<file path="src/core/cmc_defines.svh">
`ifndef CMC_DEFINES_SVH
`define CMC_DEFINES_SVH

// Transmit buffers
`define CMC_NBUF          4
`define CMC_BUFW          2

// Register byte offsets (haddr[7:0])
`define CMC_ADDR_W        8
`define CMC_OFF_CTRL      8'h00
`define CMC_OFF_TEST      8'h04
`define CMC_OFF_PEND      8'h08
`define CMC_OFF_CANCEL    8'h0c
`define CMC_OFF_SENT      8'h10
`define CMC_OFF_ABORT     8'h14
`define CMC_OFF_STAT      8'h18

// Control register fields
`define CMC_CTRL_HOLD     0
`define CMC_CTRL_DIAG     1
`define CMC_CTRL_LISTEN   2
`define CMC_CTRL_NORETRY  3
`define CMC_CTRL_CSR      4
`define CMC_CTRL_CSA      5
`define CMC_CTRL_RESTR    6
`define CMC_CTRL_EVTEN    7
`define CMC_HOLD_RST      1'b1

// Test register fields
`define CMC_TEST_DRV_LO   0
`define CMC_TEST_DRV_HI   1
`define CMC_TEST_LBK      2
`define CMC_TEST_RXS      3

// Status register fields
`define CMC_STAT_MON      0
`define CMC_STAT_IDLE     1
`define CMC_STAT_TIER_LO  2
`define CMC_STAT_TIER_HI  3
`define CMC_STAT_CS_LO    4
`define CMC_STAT_CS_HI    6

// Codes
`define CMC_TIER_SEVERE   2'h3
`define CMC_EVT_TX        2'h1
`define CMC_EVT_DESPITE   2'h2
`define CMC_RECESSIVE     1'b1
`define CMC_DOMINANT      1'b0
`define CMC_HSIZE_WORD    3'h2
`define CMC_HTRANS_ACT    1

`endif

</file>
<file path="src/core/cmc_pkg.sv">
package cmc_pkg;

	typedef enum logic [2:0] {
		CMC_CS_RUN   = 3'h0,
		CMC_CS_DRAIN = 3'h1,
		CMC_CS_IDLEW = 3'h2,
		CMC_CS_HOLD  = 3'h3,
		CMC_CS_ACK   = 3'h4
	} cmc_cs_state_t;

	typedef enum logic [1:0] {
		CMC_DRV_SERIAL    = 2'h0,
		CMC_DRV_SAMPLE    = 2'h1,
		CMC_DRV_DOMINANT  = 2'h2,
		CMC_DRV_RECESSIVE = 2'h3
	} cmc_drive_t;

endpackage

</file>
<file path="src/core/cmc_sync.sv">
module cmc_sync #(
	parameter int W = 1
) (
	// Clock and reset
	input  wire logic         clock,
	input  wire logic         rst_n,
	input  wire logic         clk_en,
	// Data
	input  wire logic [W-1:0] d,
	output logic      [W-1:0] q
);

	logic [W-1:0] meta_q;

	always_ff @(posedge clock or negedge rst_n) begin
		if (!rst_n) begin
			meta_q <= '0;
			q      <= '0;
		end else if (clk_en) begin
			meta_q <= d;
			q      <= meta_q;
		end
	end

endmodule

</file>
<file path="src/core/cmc_top.sv">
`include "cmc_defines.svh"

// Contract
// - Monitoring when listen_only_bit set or fault tier reaches severe 11.
// - Monitoring still receives frames but never starts own transmission.
// - Monitoring keeps transmit pin recessive; dominant bits loop back inside.
// - Monitoring holds the pending register in its reset state.
// - Automatic retry active after reset, off when retry_disable_bit set.
// - Retry off: started frames cancel; pending clears on any outcome.
// - Success sets sent; success plus cancel sets both; loss sets abort when retry off or cancel set.
// - Retry off with event storage: success writes event type 10.
// - Stop requested by input or bit; bit reads one while input high.
// - On stop request drain pending, await bus idle, then set hold.
// - After hold set, assert stop acknowledge output and ack bit.
// - While acknowledged registers stay accessible; hold writes ignored.
// - Withdrawn request drops ack; software later clears hold bit.
// - Test register writable only while diag_access_enable is one.
// - Drive field picks serial, sample strobe, dominant or recessive.
// - Receive pin level readable through synchronised receive sample field.
// - Drive and receive sample changes take several clocks through sync.
// - Loop back treats own transmitted frames as received frames.
// - Loop back suppresses acknowledge error on recessive ack slot.
// - External loop back feeds transmit to receiver, ignores receive pin.
// - Loop back plus listen only: internal, pin disconnected, tx recessive.
module cmc_top (
	// Clock, reset, enable
	input  wire logic                   clock,
	input  wire logic                   rst_n,
	input  wire logic                   clk_en,
	// AHB-Lite slave
	input  wire logic                   hsel,
	input  wire logic [31:0]            haddr,
	input  wire logic [1:0]             htrans,
	input  wire logic                   hwrite,
	input  wire logic [2:0]             hsize,
	input  wire logic [31:0]            hwdata,
	input  wire logic                   hready,
	output logic                        hreadyout,
	output logic                        hresp,
	output logic      [31:0]            hrdata,
	// CAN pins
	output logic                        can_tx,
	input  wire logic                   can_rx,
	// Power down handshake
	input  wire logic                   clock_stop_req_in,
	output logic                        clock_stop_ack_out,
	// Protocol core status
	input  wire logic                   core_tx_bit,
	input  wire logic                   core_sample_point,
	input  wire logic                   core_bus_idle,
	input  wire logic [1:0]             fault_tier,
	// Protocol core transmit events
	input  wire logic                   tx_start,
	input  wire logic [`CMC_BUFW-1:0]   tx_buf_idx,
	input  wire logic                   tx_success,
	input  wire logic                   tx_arb_lost,
	input  wire logic                   tx_error,
	// Protocol core controls
	output logic                        core_rx_bit,
	output logic      [`CMC_NBUF-1:0]   tx_request,
	output logic                        tx_auto_retry,
	output logic                        ack_error_mask,
	output logic                        loopback_store,
	output logic                        restricted_op,
	output logic                        config_hold,
	// Transmit event entry
	output logic                        evt_wr,
	output logic      [1:0]             evt_type,
	output logic      [`CMC_BUFW-1:0]   evt_buf
);

	function automatic logic reg_hit(input logic [`CMC_ADDR_W-1:0] a,
	                                 input logic [`CMC_ADDR_W-1:0] off);
		reg_hit = (a == off);
	endfunction

	function automatic logic [`CMC_NBUF-1:0] buf_sel(
		input logic [`CMC_BUFW-1:0] idx);
		buf_sel = '0;
		buf_sel[idx] = 1'b1;
	endfunction

	logic                    dp_wr_q;
	logic                    rd_wait_q;
	logic [`CMC_ADDR_W-1:0]  dp_addr_q;
	logic                    addr_phase;
	logic [31:0]             rd_value;
	logic                    wr_ctrl;
	logic                    wr_test;
	logic                    wr_pend;
	logic                    wr_cancel;

	logic                    diag_en_q;
	logic                    listen_q;
	logic                    noretry_q;
	logic                    csr_q;
	logic                    restr_q;
	logic                    evt_en_q;
	logic                    hold_q;
	logic [1:0]              drive_q;
	logic                    lbk_q;
	logic [1:0]              drive_sync;
	logic                    rx_sample;

	logic [`CMC_NBUF-1:0]    pend_q;
	logic [`CMC_NBUF-1:0]    cancel_q;
	logic [`CMC_NBUF-1:0]    started_q;
	logic [`CMC_NBUF-1:0]    sent_q;
	logic [`CMC_NBUF-1:0]    abort_q;
	logic [`CMC_NBUF-1:0]    cur_sel;
	logic                    frame_end;
	logic                    frame_fail;

	logic                    monitor;
	logic                    int_loop;
	logic                    stop_req;
	cmc_pkg::cmc_cs_state_t  cs_q;
	cmc_pkg::cmc_cs_state_t  cs_d;

	// AHB-Lite address and data phases
	assign addr_phase = hsel && hready && htrans[`CMC_HTRANS_ACT];
	assign hreadyout  = !rd_wait_q;
	assign hresp      = 1'b0;

	always_ff @(posedge clock or negedge rst_n) begin
		if (!rst_n) begin
			dp_wr_q   <= 1'b0;
			rd_wait_q <= 1'b0;
			dp_addr_q <= '0;
		end else if (clk_en) begin
			if (hready) begin
				dp_wr_q   <= addr_phase && hwrite &&
				             (hsize == `CMC_HSIZE_WORD);
				rd_wait_q <= addr_phase && !hwrite;
				if (addr_phase) begin
					dp_addr_q <= haddr[`CMC_ADDR_W-1:0];
				end
			end else begin
				rd_wait_q <= 1'b0;
			end
		end
	end

	// Read data is captured in the single wait cycle
	always_ff @(posedge clock or negedge rst_n) begin
		if (!rst_n) begin
			hrdata <= '0;
		end else if (clk_en && rd_wait_q) begin
			hrdata <= rd_value;
		end
	end

	assign wr_ctrl   = dp_wr_q && reg_hit(dp_addr_q, `CMC_OFF_CTRL);
	assign wr_test   = dp_wr_q && reg_hit(dp_addr_q, `CMC_OFF_TEST);
	assign wr_pend   = dp_wr_q && reg_hit(dp_addr_q, `CMC_OFF_PEND);
	assign wr_cancel = dp_wr_q && reg_hit(dp_addr_q, `CMC_OFF_CANCEL);

	always_comb begin
		rd_value = '0;
		if (reg_hit(dp_addr_q, `CMC_OFF_CTRL)) begin
			rd_value[`CMC_CTRL_HOLD]    = hold_q;
			rd_value[`CMC_CTRL_DIAG]    = diag_en_q;
			rd_value[`CMC_CTRL_LISTEN]  = listen_q;
			rd_value[`CMC_CTRL_NORETRY] = noretry_q;
			rd_value[`CMC_CTRL_CSR]     = stop_req;
			rd_value[`CMC_CTRL_CSA]     = clock_stop_ack_out;
			rd_value[`CMC_CTRL_RESTR]   = restr_q;
			rd_value[`CMC_CTRL_EVTEN]   = evt_en_q;
		end else if (reg_hit(dp_addr_q, `CMC_OFF_TEST)) begin
			rd_value[`CMC_TEST_DRV_HI:`CMC_TEST_DRV_LO] = drive_q;
			rd_value[`CMC_TEST_LBK] = lbk_q;
			rd_value[`CMC_TEST_RXS] = rx_sample;
		end else if (reg_hit(dp_addr_q, `CMC_OFF_PEND)) begin
			rd_value[`CMC_NBUF-1:0] = pend_q;
		end else if (reg_hit(dp_addr_q, `CMC_OFF_CANCEL)) begin
			rd_value[`CMC_NBUF-1:0] = cancel_q;
		end else if (reg_hit(dp_addr_q, `CMC_OFF_SENT)) begin
			rd_value[`CMC_NBUF-1:0] = sent_q;
		end else if (reg_hit(dp_addr_q, `CMC_OFF_ABORT)) begin
			rd_value[`CMC_NBUF-1:0] = abort_q;
		end else if (reg_hit(dp_addr_q, `CMC_OFF_STAT)) begin
			rd_value[`CMC_STAT_MON]  = monitor;
			rd_value[`CMC_STAT_IDLE] = core_bus_idle;
			rd_value[`CMC_STAT_TIER_HI:`CMC_STAT_TIER_LO] = fault_tier;
			rd_value[`CMC_STAT_CS_HI:`CMC_STAT_CS_LO] = cs_q;
		end
	end

	// Control register
	always_ff @(posedge clock or negedge rst_n) begin
		if (!rst_n) begin
			diag_en_q <= 1'b0;
			listen_q  <= 1'b0;
			noretry_q <= 1'b0;
			csr_q     <= 1'b0;
			restr_q   <= 1'b0;
			evt_en_q  <= 1'b0;
		end else if (clk_en && wr_ctrl) begin
			diag_en_q <= hwdata[`CMC_CTRL_DIAG];
			listen_q  <= hwdata[`CMC_CTRL_LISTEN];
			noretry_q <= hwdata[`CMC_CTRL_NORETRY];
			csr_q     <= hwdata[`CMC_CTRL_CSR];
			restr_q   <= hwdata[`CMC_CTRL_RESTR];
			evt_en_q  <= hwdata[`CMC_CTRL_EVTEN];
		end
	end

	// Configuration hold bit, shared by software and clock stop
	always_ff @(posedge clock or negedge rst_n) begin
		if (!rst_n) begin
			hold_q <= `CMC_HOLD_RST;
		end else if (clk_en) begin
			// hold set once idle reached, ahead of ack
			if (cs_d == cmc_pkg::CMC_CS_HOLD) begin
				hold_q <= 1'b1;
			end else if (wr_ctrl && cs_q != cmc_pkg::CMC_CS_HOLD &&
			             cs_q != cmc_pkg::CMC_CS_ACK) begin
				hold_q <= hwdata[`CMC_CTRL_HOLD];
			end
		end
	end

	// Test register
	always_ff @(posedge clock or negedge rst_n) begin
		if (!rst_n) begin
			drive_q <= cmc_pkg::CMC_DRV_SERIAL;
			lbk_q   <= 1'b0;
		end else if (clk_en && wr_test && diag_en_q) begin
			drive_q <= hwdata[`CMC_TEST_DRV_HI:`CMC_TEST_DRV_LO];
			lbk_q   <= hwdata[`CMC_TEST_LBK];
		end
	end

	// drive selection passes a two stage sync
	cmc_sync #(.W(2)) u_drive_sync (
		.clock (clock),
		.rst_n (rst_n),
		.clk_en(clk_en),
		.d     (drive_q),
		.q     (drive_sync)
	);

	// receive pin passes a two stage sync
	cmc_sync #(.W(1)) u_rx_sync (
		.clock (clock),
		.rst_n (rst_n),
		.clk_en(clk_en),
		.d     (can_rx),
		.q     (rx_sample)
	);

	// monitoring by bit or severe fault tier
	assign monitor  = listen_q || (fault_tier == `CMC_TIER_SEVERE);
	assign int_loop = lbk_q && listen_q;

	// Pin multiplexing
	always_ff @(posedge clock or negedge rst_n) begin
		if (!rst_n) begin
			can_tx      <= `CMC_RECESSIVE;
			core_rx_bit <= `CMC_RECESSIVE;
		end else if (clk_en) begin
			if (int_loop || monitor) begin
				can_tx <= `CMC_RECESSIVE;
			end else begin
				case (drive_sync)
					cmc_pkg::CMC_DRV_SERIAL:    can_tx <= core_tx_bit;
					cmc_pkg::CMC_DRV_SAMPLE:    can_tx <= core_sample_point;
					cmc_pkg::CMC_DRV_DOMINANT:  can_tx <= `CMC_DOMINANT;
					cmc_pkg::CMC_DRV_RECESSIVE: can_tx <= `CMC_RECESSIVE;
					default:                    can_tx <= `CMC_RECESSIVE;
				endcase
			end
			// loop back ignores the receive pin
			if (lbk_q) begin
				core_rx_bit <= core_tx_bit;
			// own dominant bits seen while monitoring
			end else if (monitor) begin
				core_rx_bit <= can_rx & core_tx_bit;
			end else begin
				core_rx_bit <= can_rx;
			end
		end
	end

	assign loopback_store = lbk_q;
	// no acknowledge error in loop back
	assign ack_error_mask = lbk_q;
	assign restricted_op  = restr_q;
	assign config_hold    = hold_q;
	assign tx_auto_retry  = !noretry_q;
	// no frame start while monitoring or held
	assign tx_request     = (monitor || hold_q) ? '0 : pend_q;

	assign cur_sel    = buf_sel(tx_buf_idx);
	assign frame_fail = tx_arb_lost || tx_error;
	assign frame_end  = tx_success || frame_fail;

	// Per buffer request and outcome flags
	genvar gi;
	generate
		for (gi = 0; gi < `CMC_NBUF; gi++) begin : g_buf
			logic hit;
			logic req_set;
			logic drop_now;
			logic fail_clr;
			logic pend_clr;
			logic abort_set;

			assign hit      = cur_sel[gi] && frame_end;
			assign req_set  = wr_pend && hwdata[gi] && !pend_q[gi];
			assign drop_now = pend_q[gi] && cancel_q[gi] && !started_q[gi];
			// without retry any outcome ends the request
			assign fail_clr = hit && frame_fail &&
			                  (noretry_q || cancel_q[gi]);
			assign pend_clr = (hit && tx_success) || fail_clr || drop_now;
			// abort on cancel win or lost frame
			assign abort_set = (hit && tx_success && cancel_q[gi]) ||
			                   fail_clr || drop_now;

			always_ff @(posedge clock or negedge rst_n) begin
				if (!rst_n) begin
					pend_q[gi] <= 1'b0;
				end else if (clk_en) begin
					// pending held in reset while monitoring
					if (monitor) begin
						pend_q[gi] <= 1'b0;
					end else if (req_set) begin
						pend_q[gi] <= 1'b1;
					end else if (pend_clr) begin
						pend_q[gi] <= 1'b0;
					end
				end
			end

			always_ff @(posedge clock or negedge rst_n) begin
				if (!rst_n) begin
					cancel_q[gi]  <= 1'b0;
					started_q[gi] <= 1'b0;
				end else if (clk_en) begin
					if (wr_cancel && hwdata[gi] && pend_q[gi]) begin
						cancel_q[gi] <= 1'b1;
					end else if (pend_clr || !pend_q[gi]) begin
						cancel_q[gi] <= 1'b0;
					end
					if (tx_start && cur_sel[gi]) begin
						started_q[gi] <= 1'b1;
					end else if (hit || !pend_q[gi]) begin
						started_q[gi] <= 1'b0;
					end
				end
			end

			// Outcome flags restart with each new request; set wins
			always_ff @(posedge clock or negedge rst_n) begin
				if (!rst_n) begin
					sent_q[gi]  <= 1'b0;
					abort_q[gi] <= 1'b0;
				end else if (clk_en) begin
					if (hit && tx_success) begin
						sent_q[gi] <= 1'b1;
					end else if (req_set) begin
						sent_q[gi] <= 1'b0;
					end
					if (abort_set) begin
						abort_q[gi] <= 1'b1;
					end else if (req_set) begin
						abort_q[gi] <= 1'b0;
					end
				end
			end
		end
	endgenerate

	// Transmit event entry
	always_ff @(posedge clock or negedge rst_n) begin
		if (!rst_n) begin
			evt_wr   <= 1'b0;
			evt_type <= `CMC_EVT_TX;
			evt_buf  <= '0;
		end else if (clk_en) begin
			evt_wr <= tx_success && evt_en_q;
			if (tx_success && evt_en_q) begin
				evt_type <= noretry_q ? `CMC_EVT_DESPITE : `CMC_EVT_TX;
				evt_buf  <= tx_buf_idx;
			end
		end
	end

	// stop request from input or bit
	assign stop_req = csr_q || clock_stop_req_in;

	always_comb begin
		cs_d = cs_q;
		case (cs_q)
			cmc_pkg::CMC_CS_RUN: begin
				if (stop_req) begin
					cs_d = cmc_pkg::CMC_CS_DRAIN;
				end
			end
			cmc_pkg::CMC_CS_DRAIN: begin
				if (pend_q == '0) begin
					cs_d = cmc_pkg::CMC_CS_IDLEW;
				end
			end
			cmc_pkg::CMC_CS_IDLEW: begin
				if (core_bus_idle) begin
					cs_d = cmc_pkg::CMC_CS_HOLD;
				end
			end
			cmc_pkg::CMC_CS_HOLD: begin
				cs_d = cmc_pkg::CMC_CS_ACK;
			end
			cmc_pkg::CMC_CS_ACK: begin
				cs_d = cmc_pkg::CMC_CS_ACK;
			end
			default: begin
				cs_d = cmc_pkg::CMC_CS_RUN;
			end
		endcase
		if (!stop_req) begin
			cs_d = cmc_pkg::CMC_CS_RUN;
		end
	end

	always_ff @(posedge clock or negedge rst_n) begin
		if (!rst_n) begin
			cs_q <= cmc_pkg::CMC_CS_RUN;
		end else if (clk_en) begin
			cs_q <= cs_d;
		end
	end

	assign clock_stop_ack_out = (cs_q == cmc_pkg::CMC_CS_ACK);

endmodule

</file>
<file path="config.mk">
export PLATFORM = sky130hd
export DESIGN_NAME = cmc_top
export DESIGN_NICKNAME = d
export VERILOG_FILES = /design/src/core/cmc_pkg.sv /design/src/core/cmc_sync.sv /design/src/core/cmc_top.sv
export VERILOG_INCLUDE_DIRS = /design/src /design/src/core
export SDC_FILE = /design/constraint.sdc
export NUM_CORES = 1
export LEC_CHECK = 0
export BUFFER_PORTS_ARGS = -buffer_cell sky130_fd_sc_hd__buf_2
export CAP_MARGIN = 30
export CORE_UTILIZATION = 52
export CTS_BUF_LIST = sky130_fd_sc_hd__clkbuf_4 sky130_fd_sc_hd__clkbuf_8 sky130_fd_sc_hd__clkbuf_16
export DETAILED_ROUTE_END_ITERATION = 6
export PLACE_DENSITY = 0.86
export SLEW_MARGIN = 20
export SYNTH_ARGS = -nofsm -noshare
export SYNTH_HDL_FRONTEND = slang
export SYNTH_HIERARCHICAL = 1
export SYNTH_SLANG_ARGS = --single-unit
export TNS_END_PERCENT = 30
</file>
<file path="constraint.sdc">
create_clock -name clock -period 5.93 [get_ports clock]
set_input_delay 1.186 -clock clock [delete_from_list [all_inputs] [get_ports clock]]
set_output_delay 1.186 -clock clock [all_outputs]
set_load 0.02 [all_outputs]
</file>
==> impl_metrics.ini <==
[logic_synthesis]
synth_ff_type = dfrtp_1
synth-edff-count = 0
syn-instance-count = 349
synth_seq_area_share = 0.478
synth_area_leaders = dfrtp_1 45%, mux2_2 8.0%, buf_4 5.8%, nand2_1 4.6%, o21ai_0 4.2%
synth_top_area_share = 0.446
ys_ff_latch = 64
synth_area_per_cell_um2 = 9.64
yosys_warnings = 6
synth_area_leader_cell = dfrtp_1
ffs_w_async_s_r_synth = 1.00
synth_cell_types = 49
mappedNetlistArea_um2 = 3360

[worst_setup_path]
regToRegEndpoint = evt_en_q$_DFFE_PN0P_
worst_path_dominant_cell_family = simple AND/OR/NAND/NOR gates
rr_startpoint = dp_addr_q[3]$_DFFE_PN0P_
critPathLaunchType = input port
cp_slowest_stage_delay_ns = 0.20
worst-endpoint-arrival_ns = 2.03
cell_type_of_the_slowest_stage_on_the_worst_timing_path = a21o_1
timing.reg2reg.worst_path_depth = 4
crit_path_buffers_inverters = 2
critical_path.most_common_cell = buf_2
worst_ep_required_time_ns = 4.74
crit_path_end_kind = output port
register_to_register_setup_slack_ns = 3.50
timing.critical_path.cells = buf_2 -> a21o_1 -> nor2_1 -> and2_1 -> buf_2
critical_path_cell_count = 5
critical_path_peak_fanout = 4
critPathKind = input port to output port

[sta]
setup_tns_ns = 0
min_period_ns = 3.22
timing.slew.headroom = 0.371
rsz0062_at_grt = no
finalMaxSlewViolations = 0
setup_viol = 0
fin_worst_hold_slack_ns = 0.473
timing_hold_violations_final = 0
fmaxAchievable_mhz = 311
setup_skew_ns = 0.00889
tightest_slew_ns = 0.943
post-route-period-util = 0.543

[power]
p_int_mw = 0.779
pwr-share-clk = 0.350
power.leakage_nw = 1.86
power.sequential.fraction = 0.478
power.switching_fraction = 0.298
total_switching_power_mw = 0.331
p_total_mw = 1.11
proportion_of_power_drawn_by_combinational_gates = 0.172
power_density_nw_per_um2 = 289
irDropWorstVdd_mv = 0.184

[global_routing]
gr-total-overflow = 0
track_usage = 0.254
grt_pass1_vias = 2612
grt_max_degree = 65
grt_first_pass_wirelength_mm = 12.6
antenna_found_initial = 0

[routing]
drtPass1Iterations = 4
drt_iter0_drc = 160
final_antenna_net_count = 0
detail_route.vias_per_cell = 5.83
remaining_drc_errors = 0
avgRoutedWirePerCell_um = 15.7
vias = 2859
drt-total-wl_mm = 7.70

[clocking]
cts_setup_buffers = 0
cts_num_sinks = 64
cts_hold_buf = 0
cts.htree.levels = 3
clk_transition_reported_paths_ns = 0.07
tritoncts_clock_tree = yes
max-clock-path-buffers = 2
clk_root_buffer_cell = clkbuf_8
cts-buffers-inserted = 9
postCtsResizedCells = 0
clk_lat_worst_skew_ns = 0.35

[layout]
final_core_util = 0.629
area.sequential_um2 = 1610
area_taken_by_multi_input_logic_gates_um2 = 1560
fin_nets = 498
antenna_cells = 0
fillers = 554
synthToLayoutAreaGrowth_pct = 14.0
final_layout_size_suffix_gt1_frac = 0.272

[floorplan]
die-area_um2 = 6800
floorplan.core_area_um2 = 6100
io_pins = 139
starting_density_of_the_core = 0.552
chipHeight_um = 82.4
fp-row-count = 28
horiz_die_dim_um = 82.4

[worst_hold_path]
min_path_type = flip-flop to flip-flop
whs_path_depth = 2
hold_path.startpoint = hrdata[4]$_DFFE_PN0P_
whs_endpoint = hrdata[4]$_DFFE_PN0P_

[status]
run_status = finished clean

[run]
maxCapViolCount = 0

[placement]
port-buffer-count = 63
place.gp.congestion = 0.888
post-dp-hpwl_mm = 5.61
-- worst min-delay path: stages (launching register included) --
cell and delay [ns]:
dfrtp_1 0.34, nand2_1 0.05, o21ai_0 0.06
-- logic make-up (layout without fill, tap and decap cells) --
family / count (synthesis) / after routing / share of synthesized area
buffers and inverters: 50 / 92 / 0.0852
other: 1 / 25 / 0.00111
AND/OR/NAND/NOR: 124 / 124 / 0.189
flip-flops: 64 / 64 / 0.478
AO/OA/AOI/OAI: 84 / 84 / 0.161
multiplexers: 26 / 26 / 0.0863
-- cell usage in the layout (no fill, tap or decap), types with 3 or more instances in the layout --
| cell type | instances |
|---|---|
| a221oi_1 | 5 |
| clkbuf_8 | 11 |
| nand3_1 | 3 |
| conb_1 | 25 |
| dfstp_2 | 4 |
| nand2b_1 | 8 |
| dfrtp_1 | 60 |
| mux2_2 | 24 |
| a32oi_1 | 3 |
| a22oi_1 | 6 |
| nor4_1 | 3 |
| nor3_1 | 12 |
| nor2_1 | 27 |
| o21ai_0 | 28 |
| nand4b_1 | 4 |
| o22ai_1 | 7 |
| nor2b_1 | 6 |
| buf_2 | 63 |
| nand2_1 | 41 |
| o31ai_1 | 4 |
| a21oi_1 | 14 |
| inv_1 | 12 |
| and2_1 | 4 |
| and3_1 | 4 |
-- cells in the mapped netlist (5+ instances only) --
cell	count
o21ai_0	28
nor2b_1	6
nand2_1	41
nor2_1	27
nor3_1	12
dfrtp_1	60
o22ai_1	7
a21oi_1	14
a221oi_1	5
clkbuf_1	8
a22oi_1	6
nand2b_1	8
inv_1	12
mux2_2	24
buf_4	26
-- through the flow --
| step | cells | instance area (µm²) | setup slack (ns) |
|---|---|---|---|
| 2_1_floorplan | 373 | 3450 | 3.02 |
| 3_3_place_gp | 474 | 3630 | 2.70 |
| 3_5_place_dp | 474 | 3630 | 2.64 |
| 4_1_cts | 490 | 3840 | 2.72 |
| 5_1_grt | 490 | 3840 | 2.71 |
| 6_report | 490 | 3840 | 2.71 |
-- worst max-delay path by stage --
stage                                  to  slack, ns     startpoint
5_1_grt                     tx_request[0]       2.71  fault_tier[0]
2_1_floorplan               tx_request[0]       3.02  fault_tier[0]
3_3_place_gp       drive_q[0]$_DFFE_PN0P_       2.70         clk_en
6_report                    tx_request[0]       2.71  fault_tier[0]
4_1_cts                     tx_request[0]       2.72  fault_tier[0]
3_5_place_dp   ack_error_mask$_DFFE_PN0P_       2.64         clk_en
-- area by class of cell --
type                       count  area share
sequential                    64       0.419
multi-input combinational    259       0.407
timing repair buffer          64      0.0841
clock buffer                  13      0.0434
tap                           75      0.0245
inverter                      12      0.0117
clock inverter                 3      0.0104
-- flip-flops by register name, indices dropped and copies added, names as in the netlist, 2 cells and up --
name                 cells
cs_q                     3
evt_buf                  2
pend_q                   4
started_q                4
drive_q                  2
evt_type                 2
abort_q                  4
u_drive_sync/meta_q      2
dp_addr_q                8
cancel_q                 4
hrdata                   8
sent_q                   4
u_drive_sync/q           2
-- power by group through the flow --
stage | sequential [mW] | clock (mW) | combinational, mW
floorplan | 0.531 | 0 | 0.139
global placement | 0.535 | 0 | 0.184
detailed placement | 0.537 | 0 | 0.190
CTS | 0.529 | 0.398 | 0.191
global route | 0.538 | 0.413 | 0.213
finish | 0.531 | 0.389 | 0.191
-- metal layers --
layer	vias up	wire [µm]	GRT usage
li1	1337	-	-
met3	20	624	0.0703
met4	0	185	0.119
met1	1359	3300	0.329
met2	143	3590	0.394
met5	-	0	0
Note: power is estimated with default switching activity, not from simulation.
